**config.mk**
```make
export PLATFORM = sky130hd
export DESIGN_NAME = nvm_access
export DESIGN_NICKNAME = d
export VERILOG_FILES = /design/src/verilog/nvm_access.v
export VERILOG_INCLUDE_DIRS = /design/src /design/src/verilog
export SDC_FILE = /design/constraint.sdc
export NUM_CORES = 1
export LEC_CHECK = 0
export BUFFER_PORTS_ARGS = -buffer_cell sky130_fd_sc_hd__buf_2
export CAP_MARGIN = 20
export CORE_MARGIN = 1
export CORE_UTILIZATION = 35
export DETAILED_ROUTE_END_ITERATION = 10
export PLACE_DENSITY_LB_ADDON = 0.12
export SLEW_MARGIN = 20
export SYNTH_ARGS = -nofsm -noshare
export SYNTH_HDL_FRONTEND = slang
export SYNTH_SLANG_ARGS = --single-unit
export TNS_END_PERCENT = 100
```
**constraint.sdc**
```tcl
create_clock -name ref_clk -period 6 [get_ports ref_clk]
set_input_delay 0 -clock ref_clk [delete_from_list [all_inputs] [get_ports ref_clk]]
set_output_delay 0 -clock ref_clk [all_outputs]
set_load 0.01 [all_outputs]
```
**src/verilog/nvm_consts.vh**
```
// constants for the on-chip memory access and protection block
// assumes inclusion by bare name from the design file
`ifndef NVM_CONSTS_VH
`define NVM_CONSTS_VH
// config latch byte indices
`define NVM_REG_DRV_LO 2'h0
`define NVM_REG_DRV_HI 2'h1
`define NVM_REG_PIN_DRV 2'h2
`define NVM_REG_DBG_ECC 2'h3
// config latch factory defaults
`define NVM_DEF0 8'h00
`define NVM_DEF1 8'h00
`define NVM_DEF2 8'h00
`define NVM_DEF3 8'h01
// writable bits per byte; reserved bits read zero
`define NVM_MASK0 8'hff
`define NVM_MASK1 8'hff
`define NVM_MASK2 8'h83
`define NVM_MASK3 8'hfb
// field positions
`define NVM_XRES_BIT 7
`define NVM_P15_HI 1
`define NVM_P15_LO 0
`define NVM_PHS_HI 7
`define NVM_PHS_LO 4
`define NVM_ECC_REGION_ENABLE_BIT 3
`define NVM_DPS_HI 1
`define NVM_DPS_LO 0
// debug port select encodings
`define NVM_DBG_JTAG5 2'h0
`define NVM_DBG_JTAG4 2'h1
`define NVM_DBG_SWD 2'h2
// protection levels
`define NVM_PL_OPEN 2'h0
`define NVM_PL_FACT 2'h1
`define NVM_PL_FIELD 2'h2
`define NVM_PL_FULL 2'h3
// fetch targets
`define NVM_TGT_MAIN 2'h0
// sram block select bit (4 KB blocks)
`define NVM_SRAM_BLK 12
// flash: 256 blocks of 256 data bytes
`define NVM_PROT_BLOCKS 256
// eeprom: 128 rows of 16 bytes
`define NVM_EE_ROW_HI 10
`define NVM_EE_ROW_LO 4
// ecc: first non-power-of-two codeword position
`define NVM_ECC_POS0 3
`endif

```
**src/verilog/nvm_access.v**
```verilog
// memory access and protection: sram arbitration, flash row fetch with
// secded ecc and instruction buffer, per-block protection, eeprom path,
// nonvolatile config latches applied at reset.
// assumes flash, eeprom arrays and programmer sit outside on ref_clk.
// Operation
// - cpu and dma share sram only across blocks
// - correct single, detect double error per row
// - pulse interrupt request on ecc error
// - flash read fetches whole nine byte row
// - row data loads eight byte instruction buffer
// - no code fetch from ecc region
// - latch bit selects ecc use of region
// - programming stalls code fetches from flash
// - blocks hold 256 data, 32 ecc bytes
// - per block protection level of four
// - protection changes only during full erase
// - factory level blocks external reads only
// - field level blocks all external access
// - full level permits internal reads only
// - eeprom read direct, writes by command
// - eeprom writes do not stall fetches
// - eeprom 128 rows of 16 bytes
// - no ecc, no execution from eeprom
// - four config latch bytes applied at reset
// - port drive mode applies to all pins
// - latch bit selects reset pin use
// - latch field selects debug port
`timescale 1ns/1ps
`include "nvm_consts.vh"
module nvm_access (
   // clock, reset and latch array power-on clear
   input wire ref_clk,
   input wire rstn,
   input wire porClearN,
   // config latch register port
   input wire [1:0] regAddr,
   input wire [7:0] regWrData,
   input wire regWrStb,
   input wire regRdStb,
   output reg [7:0] regRdData_r,
   // sram requests
   input wire cpuSramReq,
   input wire [12:0] cpuSramAddr,
   input wire dmaSramReq,
   input wire [12:0] dmaSramAddr,
   output wire cpuSramGnt,
   output wire dmaSramGnt,
   // cpu code fetch
   input wire fetchReq,
   input wire [1:0] fetchTarget,
   input wire [15:0] fetchAddr,
   output reg fetchRdy_r,
   output reg [7:0] fetchData_r,
   output reg fetchFault_r,
   // flash row port
   output reg rowRdReq_r,
   output reg [12:0] rowRdAddr_r,
   input wire rowValid,
   input wire [71:0] rowData,
   output reg eccIrq_r,
   output reg eccDouble_r,
   // flash programming interface
   input wire progActive,
   input wire eraseAllActive,
   input wire protWrStb,
   input wire [7:0] protWrBlock,
   input wire [1:0] protWrLevel,
   output reg protReject_r,
   // protection check
   input wire accExternal,
   input wire accWrite,
   input wire [7:0] accBlock,
   output wire accAllow,
   // eeprom path
   input wire eeRdStb,
   input wire [10:0] eeRdAddr,
   output wire [10:0] eeMemAddr,
   input wire [7:0] eeMemData,
   output reg [7:0] eeRdData_r,
   output reg eeRdValid_r,
   input wire eeStoreStb,
   output reg eeStoreFault_r,
   input wire eeCmdStb,
   input wire eeCmdErase,
   input wire [10:0] eeCmdAddr,
   input wire eeBusy,
   output reg eeRowStb_r,
   output reg eeRowErase_r,
   output reg [6:0] eeRowIdx_r,
   output reg eeCmdReject_r,
   // applied configuration
   output wire [143:0] pinResetDrive,
   output wire resetPinIsExt,
   output wire jtag5En,
   output wire jtag4En,
   output wire swdEn,
   output wire eccRegionEn,
   output wire [3:0] clkPhaseDelay
);

   localparam ST_IDLE = 1'b0;
   localparam ST_WAIT = 1'b1;

   reg [7:0] latch_r [0:3];
   reg [7:0] cfg_r [0:3];
   reg [1:0] prot_r [0:`NVM_PROT_BLOCKS-1];
   reg [7:0] buf_r [0:7];
   reg [12:0] bufTag_r;
   reg bufValid_r;
   reg state_r;
   reg sramPri_r;
   reg eraseSeen_r;
   reg [7:0] wrMask;
   wire [63:0] rowWord;
   wire [7:0] rowCheck;
   wire [7:0] calcCheck;
   wire [6:0] syn;
   wire parErr;
   wire sglErr;
   wire dblErr;
   wire [63:0] fixWord;
   wire [63:0] useWord;
   wire progBusy;
   wire hit;
   wire fetchMain;
   wire [17:0] portMode;
   wire [1:0] lvl;
   wire [1:0] dbgSel;
   integer k;
   integer kp;
   integer kc;

   // hamming check bits over data positions, plus overall parity on top
   function [7:0] eccGen;
      input [63:0] d;
      integer i;
      integer p;
      reg [6:0] s;
      begin
         s = 7'h00;
         p = `NVM_ECC_POS0;
         for (i = 0; i < 64; i = i + 1) begin
            if (d[i]) begin
               s = s ^ p[6:0];
            end
            p = p + 1;
            if ((p & (p - 1)) == 0) begin
               p = p + 1;
            end
         end
         eccGen = {^{d, s}, s};
      end
   endfunction

   // flip the data bit whose codeword position equals the syndrome
   function [63:0] eccFix;
      input [63:0] d;
      input [6:0] s;
      integer i;
      integer p;
      begin
         eccFix = d;
         p = `NVM_ECC_POS0;
         for (i = 0; i < 64; i = i + 1) begin
            if (p[6:0] == s) begin
               eccFix[i] = ~d[i];
            end
            p = p + 1;
            if ((p & (p - 1)) == 0) begin
               p = p + 1;
            end
         end
      end
   endfunction

   assign rowWord = rowData[63:0];
   assign rowCheck = rowData[71:64];

   assign calcCheck = eccGen(rowWord);
   assign syn = calcCheck[6:0] ^ rowCheck[6:0];
   assign parErr = ^{rowWord, rowCheck};
   assign sglErr = parErr;
   assign dblErr = ~parErr & (syn != 7'h00);
   assign fixWord = eccFix(rowWord, syn);

   // ecc byte ignored when region holds data
   assign useWord = (eccRegionEn && sglErr) ? fixWord : rowWord;

   // eeBusy deliberately not part of the stall
   assign progBusy = progActive | eraseAllActive;
   assign hit = bufValid_r && (bufTag_r == fetchAddr[15:3]);
   assign fetchMain = (fetchTarget == `NVM_TGT_MAIN);

   // same block conflict serialized by rotating priority
   assign cpuSramGnt = cpuSramReq & (~dmaSramReq | ~sramPri_r |
      (cpuSramAddr[`NVM_SRAM_BLK] != dmaSramAddr[`NVM_SRAM_BLK]));
   assign dmaSramGnt = dmaSramReq & (~cpuSramReq | sramPri_r |
      (cpuSramAddr[`NVM_SRAM_BLK] != dmaSramAddr[`NVM_SRAM_BLK]));

   // priority flips only after a conflict so neither side starves
   always @(posedge ref_clk) begin
      if (!rstn) begin
         sramPri_r <= 1'b0;
      end else if (cpuSramReq && dmaSramReq && (cpuSramAddr[`NVM_SRAM_BLK] ==
            dmaSramAddr[`NVM_SRAM_BLK])) begin
         sramPri_r <= ~sramPri_r;
      end
   end

   // fetch path: serve from buffer on hit, otherwise read one row
   always @(posedge ref_clk) begin
      if (!rstn) begin
         state_r <= ST_IDLE;
         bufValid_r <= 1'b0;
         bufTag_r <= 13'h0000;
         fetchRdy_r <= 1'b0;
         fetchData_r <= 8'h00;
         fetchFault_r <= 1'b0;
         rowRdReq_r <= 1'b0;
         rowRdAddr_r <= 13'h0000;
         eccIrq_r <= 1'b0;
         eccDouble_r <= 1'b0;
         for (k = 0; k < 8; k = k + 1) begin
            buf_r[k] <= 8'h00;
         end
      end else begin
         fetchRdy_r <= 1'b0;
         fetchFault_r <= 1'b0;
         rowRdReq_r <= 1'b0;
         eccIrq_r <= 1'b0;
         eccDouble_r <= 1'b0;
         case (state_r)
            ST_IDLE: begin
               if (progBusy) begin
                  bufValid_r <= 1'b0;
               end else if (fetchReq && !fetchRdy_r && !fetchFault_r) begin
                  if (!fetchMain) begin
                     fetchFault_r <= 1'b1;
                  end else if (hit) begin
                     fetchRdy_r <= 1'b1;
                     fetchData_r <= buf_r[fetchAddr[2:0]];
                  end else begin
                     rowRdReq_r <= 1'b1;
                     rowRdAddr_r <= fetchAddr[15:3];
                     state_r <= ST_WAIT;
                  end
               end
            end
            ST_WAIT: begin
               if (rowValid) begin
                  state_r <= ST_IDLE;
                  eccIrq_r <= eccRegionEn & (sglErr | dblErr);
                  eccDouble_r <= eccRegionEn & dblErr;
                  if (eccRegionEn && dblErr) begin
                     bufValid_r <= 1'b0;
                     fetchFault_r <= 1'b1;
                  end else begin
                     bufValid_r <= 1'b1;
                     bufTag_r <= rowRdAddr_r;
                     for (k = 0; k < 8; k = k + 1) begin
                        buf_r[k] <= useWord[k*8 +: 8];
                     end
                  end
               end
            end
            default: begin
               state_r <= ST_IDLE;
            end
         endcase
      end
   end

   // protection table per 256 byte block, nonvolatile like the latches
   always @(posedge ref_clk) begin
      if (!porClearN) begin
         eraseSeen_r <= 1'b0;
         protReject_r <= 1'b0;
         for (kp = 0; kp < `NVM_PROT_BLOCKS; kp = kp + 1) begin
            prot_r[kp] <= `NVM_PL_OPEN;
         end
      end else begin
         eraseSeen_r <= eraseAllActive;
         protReject_r <= 1'b0;
         if (eraseAllActive && !eraseSeen_r) begin
            // full erase reopens every block
            // a level written in the clearing cycle would be lost, so refuse it
            protReject_r <= protWrStb;
            for (kp = 0; kp < `NVM_PROT_BLOCKS; kp = kp + 1) begin
               prot_r[kp] <= `NVM_PL_OPEN;
            end
         end else if (protWrStb && eraseAllActive) begin
            prot_r[protWrBlock] <= protWrLevel;
         end else if (protWrStb) begin
            protReject_r <= 1'b1;
         end
      end
   end

   // block index is address bits 15:8
   assign lvl = prot_r[accBlock];
   assign accAllow = (lvl == `NVM_PL_OPEN) ||
      (lvl == `NVM_PL_FACT && !(accExternal && !accWrite)) ||
      (lvl == `NVM_PL_FIELD && !accExternal) ||
      (lvl == `NVM_PL_FULL && !accExternal && !accWrite);

   assign eeMemAddr = eeRdAddr;

   // eeprom reads return next cycle; row commands go to the programmer
   always @(posedge ref_clk) begin
      if (!rstn) begin
         eeRdData_r <= 8'h00;
         eeRdValid_r <= 1'b0;
         eeStoreFault_r <= 1'b0;
         eeRowStb_r <= 1'b0;
         eeRowErase_r <= 1'b0;
         eeRowIdx_r <= 7'h00;
         eeCmdReject_r <= 1'b0;
      end else begin
         eeRdValid_r <= eeRdStb;
         eeRdData_r <= eeRdStb ? eeMemData : 8'h00;
         eeStoreFault_r <= eeStoreStb;
         eeRowStb_r <= eeCmdStb & ~eeBusy;
         eeCmdReject_r <= eeCmdStb & eeBusy;
         if (eeCmdStb && !eeBusy) begin
            eeRowIdx_r <= eeCmdAddr[`NVM_EE_ROW_HI:`NVM_EE_ROW_LO];
            eeRowErase_r <= eeCmdErase;
         end
      end
   end

   // write masks keep reserved bits at zero
   always @* begin
      wrMask = `NVM_MASK0;
      if (regAddr == `NVM_REG_DRV_HI) begin
         wrMask = `NVM_MASK1;
      end else if (regAddr == `NVM_REG_PIN_DRV) begin
         wrMask = `NVM_MASK2;
      end else if (regAddr == `NVM_REG_DBG_ECC) begin
         wrMask = `NVM_MASK3;
      end
   end

   // latch array: survives rstn, cleared to defaults only at power-on
   always @(posedge ref_clk) begin
      if (!porClearN) begin
         latch_r[`NVM_REG_DRV_LO] <= `NVM_DEF0;
         latch_r[`NVM_REG_DRV_HI] <= `NVM_DEF1;
         latch_r[`NVM_REG_PIN_DRV] <= `NVM_DEF2;
         latch_r[`NVM_REG_DBG_ECC] <= `NVM_DEF3;
      end else if (regWrStb) begin
         latch_r[regAddr] <= regWrData & wrMask;
      end
   end

   // register read data valid only in the cycle after the strobe
   always @(posedge ref_clk) begin
      if (!rstn) begin
         regRdData_r <= 8'h00;
      end else begin
         regRdData_r <= regRdStb ? latch_r[regAddr] : 8'h00;
      end
   end

   // latches copied while reset held; writes apply next reset
   always @(posedge ref_clk) begin
      if (!rstn) begin
         for (kc = 0; kc < 4; kc = kc + 1) begin
            cfg_r[kc] <= latch_r[kc];
         end
      end
   end

   // port fields in order 0..6, 12, 15
   assign portMode = {cfg_r[`NVM_REG_PIN_DRV][`NVM_P15_HI:`NVM_P15_LO],
      cfg_r[`NVM_REG_DRV_HI], cfg_r[`NVM_REG_DRV_LO]};

   // each pin copies its port field
   genvar g;
   generate
      for (g = 0; g < 72; g = g + 1) begin : pinMap
         assign pinResetDrive[2*g+1:2*g] = portMode[2*(g/8)+1:2*(g/8)];
      end
   endgenerate

   assign resetPinIsExt = cfg_r[`NVM_REG_PIN_DRV][`NVM_XRES_BIT];
   // debug port decode; other code disables all
   assign dbgSel = cfg_r[`NVM_REG_DBG_ECC][`NVM_DPS_HI:`NVM_DPS_LO];
   assign jtag5En = (dbgSel == `NVM_DBG_JTAG5);
   assign jtag4En = (dbgSel == `NVM_DBG_JTAG4);
   assign swdEn = (dbgSel == `NVM_DBG_SWD);
   assign eccRegionEn = cfg_r[`NVM_REG_DBG_ECC][`NVM_ECC_REGION_ENABLE_BIT];
   // raw phase delay to clock logic
   assign clkPhaseDelay = cfg_r[`NVM_REG_DBG_ECC][`NVM_PHS_HI:`NVM_PHS_LO];

endmodule

```
# After elaboration in Yosys (flattened, before gate mapping)
# Memory sizes are Yosys's and may differ from the RTL's. A register that Yosys moved wholly into a read port is not among the register bits.
# Cells that the tools add are included.
# word_totals
regBits	56
output_inout_bits	222
rom_bits	0
wordCells	999
ramBits	640
mem_count	4
latch_bits	0
input_bits	193
# mem_list
memory	words	width	read_ports	rd_clocked_by_memory_dff	write_ports	line_no	source
prot_r	256	2	1	0	256	nvm_access.v:106	reg [1:0] prot_r [0:`NVM_PROT_BLOCKS-1];
buf_r	8	8	1	1	8	nvm_access.v:107	reg [7:0] buf_r [0:7];
cfg_r	4	8	4	0	4	nvm_access.v:105	reg [7:0] cfg_r [0:3];
latch_r	4	8	5	1	4	nvm_access.v:104	reg [7:0] latch_r [0:3];
# classes
n_mul	0
n_reduce_logical	43
mux	438
n_shift	0
bitwise_logic	418
n_div	0
addsub	0
eq_ne	77
magnitude_cmp	0
# ops
operator	n
$mux 2	259
$or 1x1->1	270
$eq 6x7->1 const A	31
$mux 6	31
$eq 5x7->1 const A	15
$mux 1	99
$mux 8	10
$not 1->1	76
$mux 5	15
$reduce_xor 72->1	1
$not 3->3	23
$mux 64	1
$not 4->4	16
$mux 7	9
$eq 4x7->1 const A	7
$eq 7x7->1 const A	7
$not 2->2	17
$not 5->5	6
$mux 4	7
$eq 3x7->1 const A	3
$logic_and 1x1->1	15
$eq 13x13->1	1
$mux 3	4
$eq 2x2->1 const B	5
other kinds (20)	48

# Logic depth before layout (Yosys ltp)
# depth
word_depth	137
depth_mapped	11
ltp_nobuf	8

# Least setup slack after synthesis
# No wires, ideal clock.
# synth_path
kind	input -> register
start	input rowData[56]
end	memory buf_r[0][0], enable pin
setup_ns	0.433
arrival_time_ns	3.881
path_buffers	1
cell_stages	9
path_slack_ns	1.686
required_ns	5.567
cell_sequence	buf_4 -> xnor2_1 -> xnor2_1 -> xnor3_1 -> xnor3_1 -> nor2_1 -> o2111a_1 -> o311a_1 -> nand2b_1
# synth_lines
element	line_no	source
start, declared	nvm_access.v:59	input wire [71:0] rowData,
end, declared	nvm_access.v:107	

==> results.sh <==
export IMPL_rows=115
export IMPL_clock_path_buffers=3
export IMPL_fin_crit_ps=4563
export IMPL_reg2reg_depth=5
export IMPL_yosys_area_top_type_share=0.5428
export IMPL_track_usage=0.1990
export IMPL_drv_slew=0
export IMPL_fin_crit_sh=0.7606
export IMPL_yosys_area_top_type="edfxtp_1"
export IMPL_gp_routability_congestion=0.8905
export IMPL_hold_class="primary input to output port"
export IMPL_dieWidth_um=318.6
export IMPL_r2r_slack_ps=2420
export IMPL_synth_edff_count=634
export IMPL_maxCapViolCount=0
export IMPL_ys_warn_count=0
export IMPL_synthToLayoutAreaGrowth_pct=17.15
export IMPL_crit_chain="dlygate4sd3_1 > buf_2 > xnor2_1 > xnor3_1 > xnor2_2 > xnor3_1 > nor2_1 > o2111a_1 > o311a_1 > nand2b_2 > buf_4"
export IMPL_critPathKind="primary input to flop"
export IMPL_yosys_cell_count_top_type="edfxtp_1"
export IMPL_layout_drive_gt1_share=0.2301
export IMPL_portBuffers=364
export IMPL_setup_violations=0
export IMPL_core_area_sq_um=98850
export IMPL_die_h_um=318.6
export IMPL_htreeDepth=3
export IMPL_yosys_top_cells_count="edfxtp_1, nor2_1, o21ai_0, clkbuf_1, mux4_2"
export IMPL_pin_count=415
export IMPL_clk_latency_ps=640
export IMPL_dp_slack_ps=1355
export IMPL_cp_start_kind="primary input"
export IMPL_clk_pin_slew_ps=50
export IMPL_vias=23930
export IMPL_clkSinkCount=706
export IMPL_fin_nets=3282
export IMPL_rr_endpoint="prot_r[137][1]"
export IMPL_setup_tns_ps=0
export IMPL_crit_fanout=64
export IMPL_critPathRequiredTime_ps=6250
export IMPL_ys_seq_area_frac=0.5839
export IMPL_drt_pre_antenna_iters=7
export IMPL_cts_tree="built"
export IMPL_holdPathEnd="eeMemAddr[0]"
export IMPL_synthTopCellsByArea="edfxtp_1, mux4_2, nor2_1, dfxtp_1, o21ai_0"
export IMPL_worst_clock_skew_ps=19.43
export IMPL_totalWireLength_um=102100
export IMPL_drc_errors=0
export IMPL_postSynthCellCount=2846
export IMPL_drt_iter0_drc=2024
export IMPL_grt_ovfl_total=0
export IMPL_setup_slack_ps=1437
export IMPL_async_flop_share=0
export IMPL_max_freq_ghz=0.2191
export IMPL_slowest_delay_ps=730
export IMPL_synth_avg_cell_area_sq_um=12.32
export IMPL_rsz0062_at_grt="no"
export IMPL_layout_cells_non_filler=4447
export IMPL_wire_per_inst_um=22.95
export IMPL_cts_setup_buffers=0
export IMPL_p_leak_nw=14.68
export IMPL_grt_pass1_wl_um=151800
export IMPL_slew_headroom=0.2156
export IMPL_initial_core_util=0.3548
export IMPL_reg2reg_from="eraseSeen_r"
export IMPL_power_density_nw_per_um2=321.5
export IMPL_synth_ff_type="edfxtp_1"
export IMPL_ys_types=62
export IMPL_numCtsBuffers=82
export IMPL_status="completed"
export IMPL_syn_area_sq_um=35070
export IMPL_worst_path_most_repeated_cell="xnor3_1"
export IMPL_irDropWorstVdd_uv=259.0
export IMPL_hold_violations=0
export IMPL_place_inst=4138
export IMPL_critPathCaptureType="flop"
export IMPL_grt_max_degree=257
export IMPL_first_global_vias=24170
export IMPL_cts_root_buf="clkbuf_16"
export IMPL_crit_slowest_cell="o311a_1"
export IMPL_antenna_found_initial=4
export IMPL_via_per_inst=5.382
export IMPL_ant_nets=0
export IMPL_dp_hpwl_um=65960
export IMPL_ys_ff_latch=706
export IMPL_worstPathArrival_ps=4820
export IMPL_hold_start="eeRdAddr[0]"
export IMPL_hold_depth=0
export IMPL_tightest_slew_ps=1164
export IMPL_die_area_sq_um=101500
## routing by layer
metal  track usage  part of all wire  vias to the layer above
met3       0.03568             0.063                      175
met2        0.3322              0.49                      870
li1              -                 -                    10680
met1        0.2610              0.42                    12200
met5             0           0.00026                        -
met4       0.06549             0.026                        4
## power by group
part	switching [mW]	internal, mW	total [mW]
combinational	1.70	0.962	2.67
clock	2.05	2.88	4.94
sequential	0.0702	5.53	5.60
## stage by stage
step	cell area [sq um]	utilization	hold slack (ps)	power [mW]
floorplan	35090	-	71.43	7.527
global placement	36860	0.3729	0.06862	8.219
detailed placement	36860	0.3729	0.06862	8.254
CTS	41050	0.4153	0.06862	13.29
global route	41080	0.4156	0.01506	13.71
finish	41080	0.4156	0.004443	13.21
## area by class of cell
class                   count  area [sq um]
inverters                  37         140.1
clock inverters            51         446.7
repair buffers            552          3689
well taps                1287          1610
diodes                      1         2.502
multi-input cells        1710         12500
flip-flops and latches    706         20480
fillers                  9194         57770
clock buffers             103          2215
## worst max path at each step
stage,slack [ps],startpoint,to,cells after the start
3_3_place_gp,1510,rowData[25],buf_r[0][6],10
5_1_grt,1140,rowData[32],buf_r[2][2],11
3_5_place_dp,1350,rowData[25],buf_r[0][6],10
4_1_cts,1460,rowData[9],buf_r[1][2],11
2_1_floorplan,1690,rowData[56],buf_r[0][0],9
6_report,1440,rowData[9],buf_r[2][2],11
## layout by cell type (no fill, tap or decap), types with 5 or more instances in the layout
cell / count
edfxtp_1: 634
nor2_1: 587
buf_2: 362
o21ai_0: 287
mux4_2: 156
dlygate4sd3_1: 153
nand2_1: 94
xnor2_1: 88
clkbuf_16: 85
dfxtp_1: 72
a21oi_1: 71
a22oi_1: 64
xor2_1: 38
inv_1: 36
xnor3_1: 31
buf_4: 31
or3_1: 29
and2_1: 27
mux2i_1: 23
and3_1: 22
nor3_1: 21
clkinv_2: 20
o2111ai_1: 16
clkbuf_1: 16
clkinv_1: 16
o21a_1: 14
o211ai_1: 14
nor2b_1: 13
nand2_2: 12
nand3_1: 9
nand2b_1: 9
o32ai_2: 9
nand4_1: 8
a211oi_1: 8
bufinv_16: 6
conb_1: 5
## kinds of logic (layout without fill, tap and decap cells)
| logic type | Yosys count | count (layout) | synth area share |
|---|---|---|---|
| other | 1 | 6 | 0.0001069 |
| AO/OA/AOI/OAI | 504 | 504 | 0.08648 |
| XOR/XNOR | 165 | 165 | 0.05648 |
| multiplexers | 179 | 179 | 0.1067 |
| buffers and inverters | 434 | 743 | 0.06247 |
| AND/OR/NAND/NOR | 857 | 857 | 0.1038 |
| flip-flops | 706 | 706 | 0.5839 |
## worst max-delay path, delay by kind of cell
kind	cells	cell delay, ps
compound gates	2	1180
xor+xnor	4	1650
buf+inv	3	1310
simple gates	2	610
## state kept, by name, indices dropped and copies added (netlist names), 7 cells and up
| register | cells |
|---|---|
| fetchData_r | 8 |
| cfg_r | 26 |
| latch_r | 32 |
| eeRdData_r | 8 |
| buf_r | 64 |
| prot_r | 512 |
| bufTag_r | 13 |
| eeRowIdx_r | 7 |
| rowRdAddr_r | 13 |
| regRdData_r | 8 |
## repair_timing
item / CTS / global route
hold buffers: 153 / 0
hold endpoints to repair: 149 / 0
resized for setup: 0 / 0
Power figures use the tool's default switching activity.
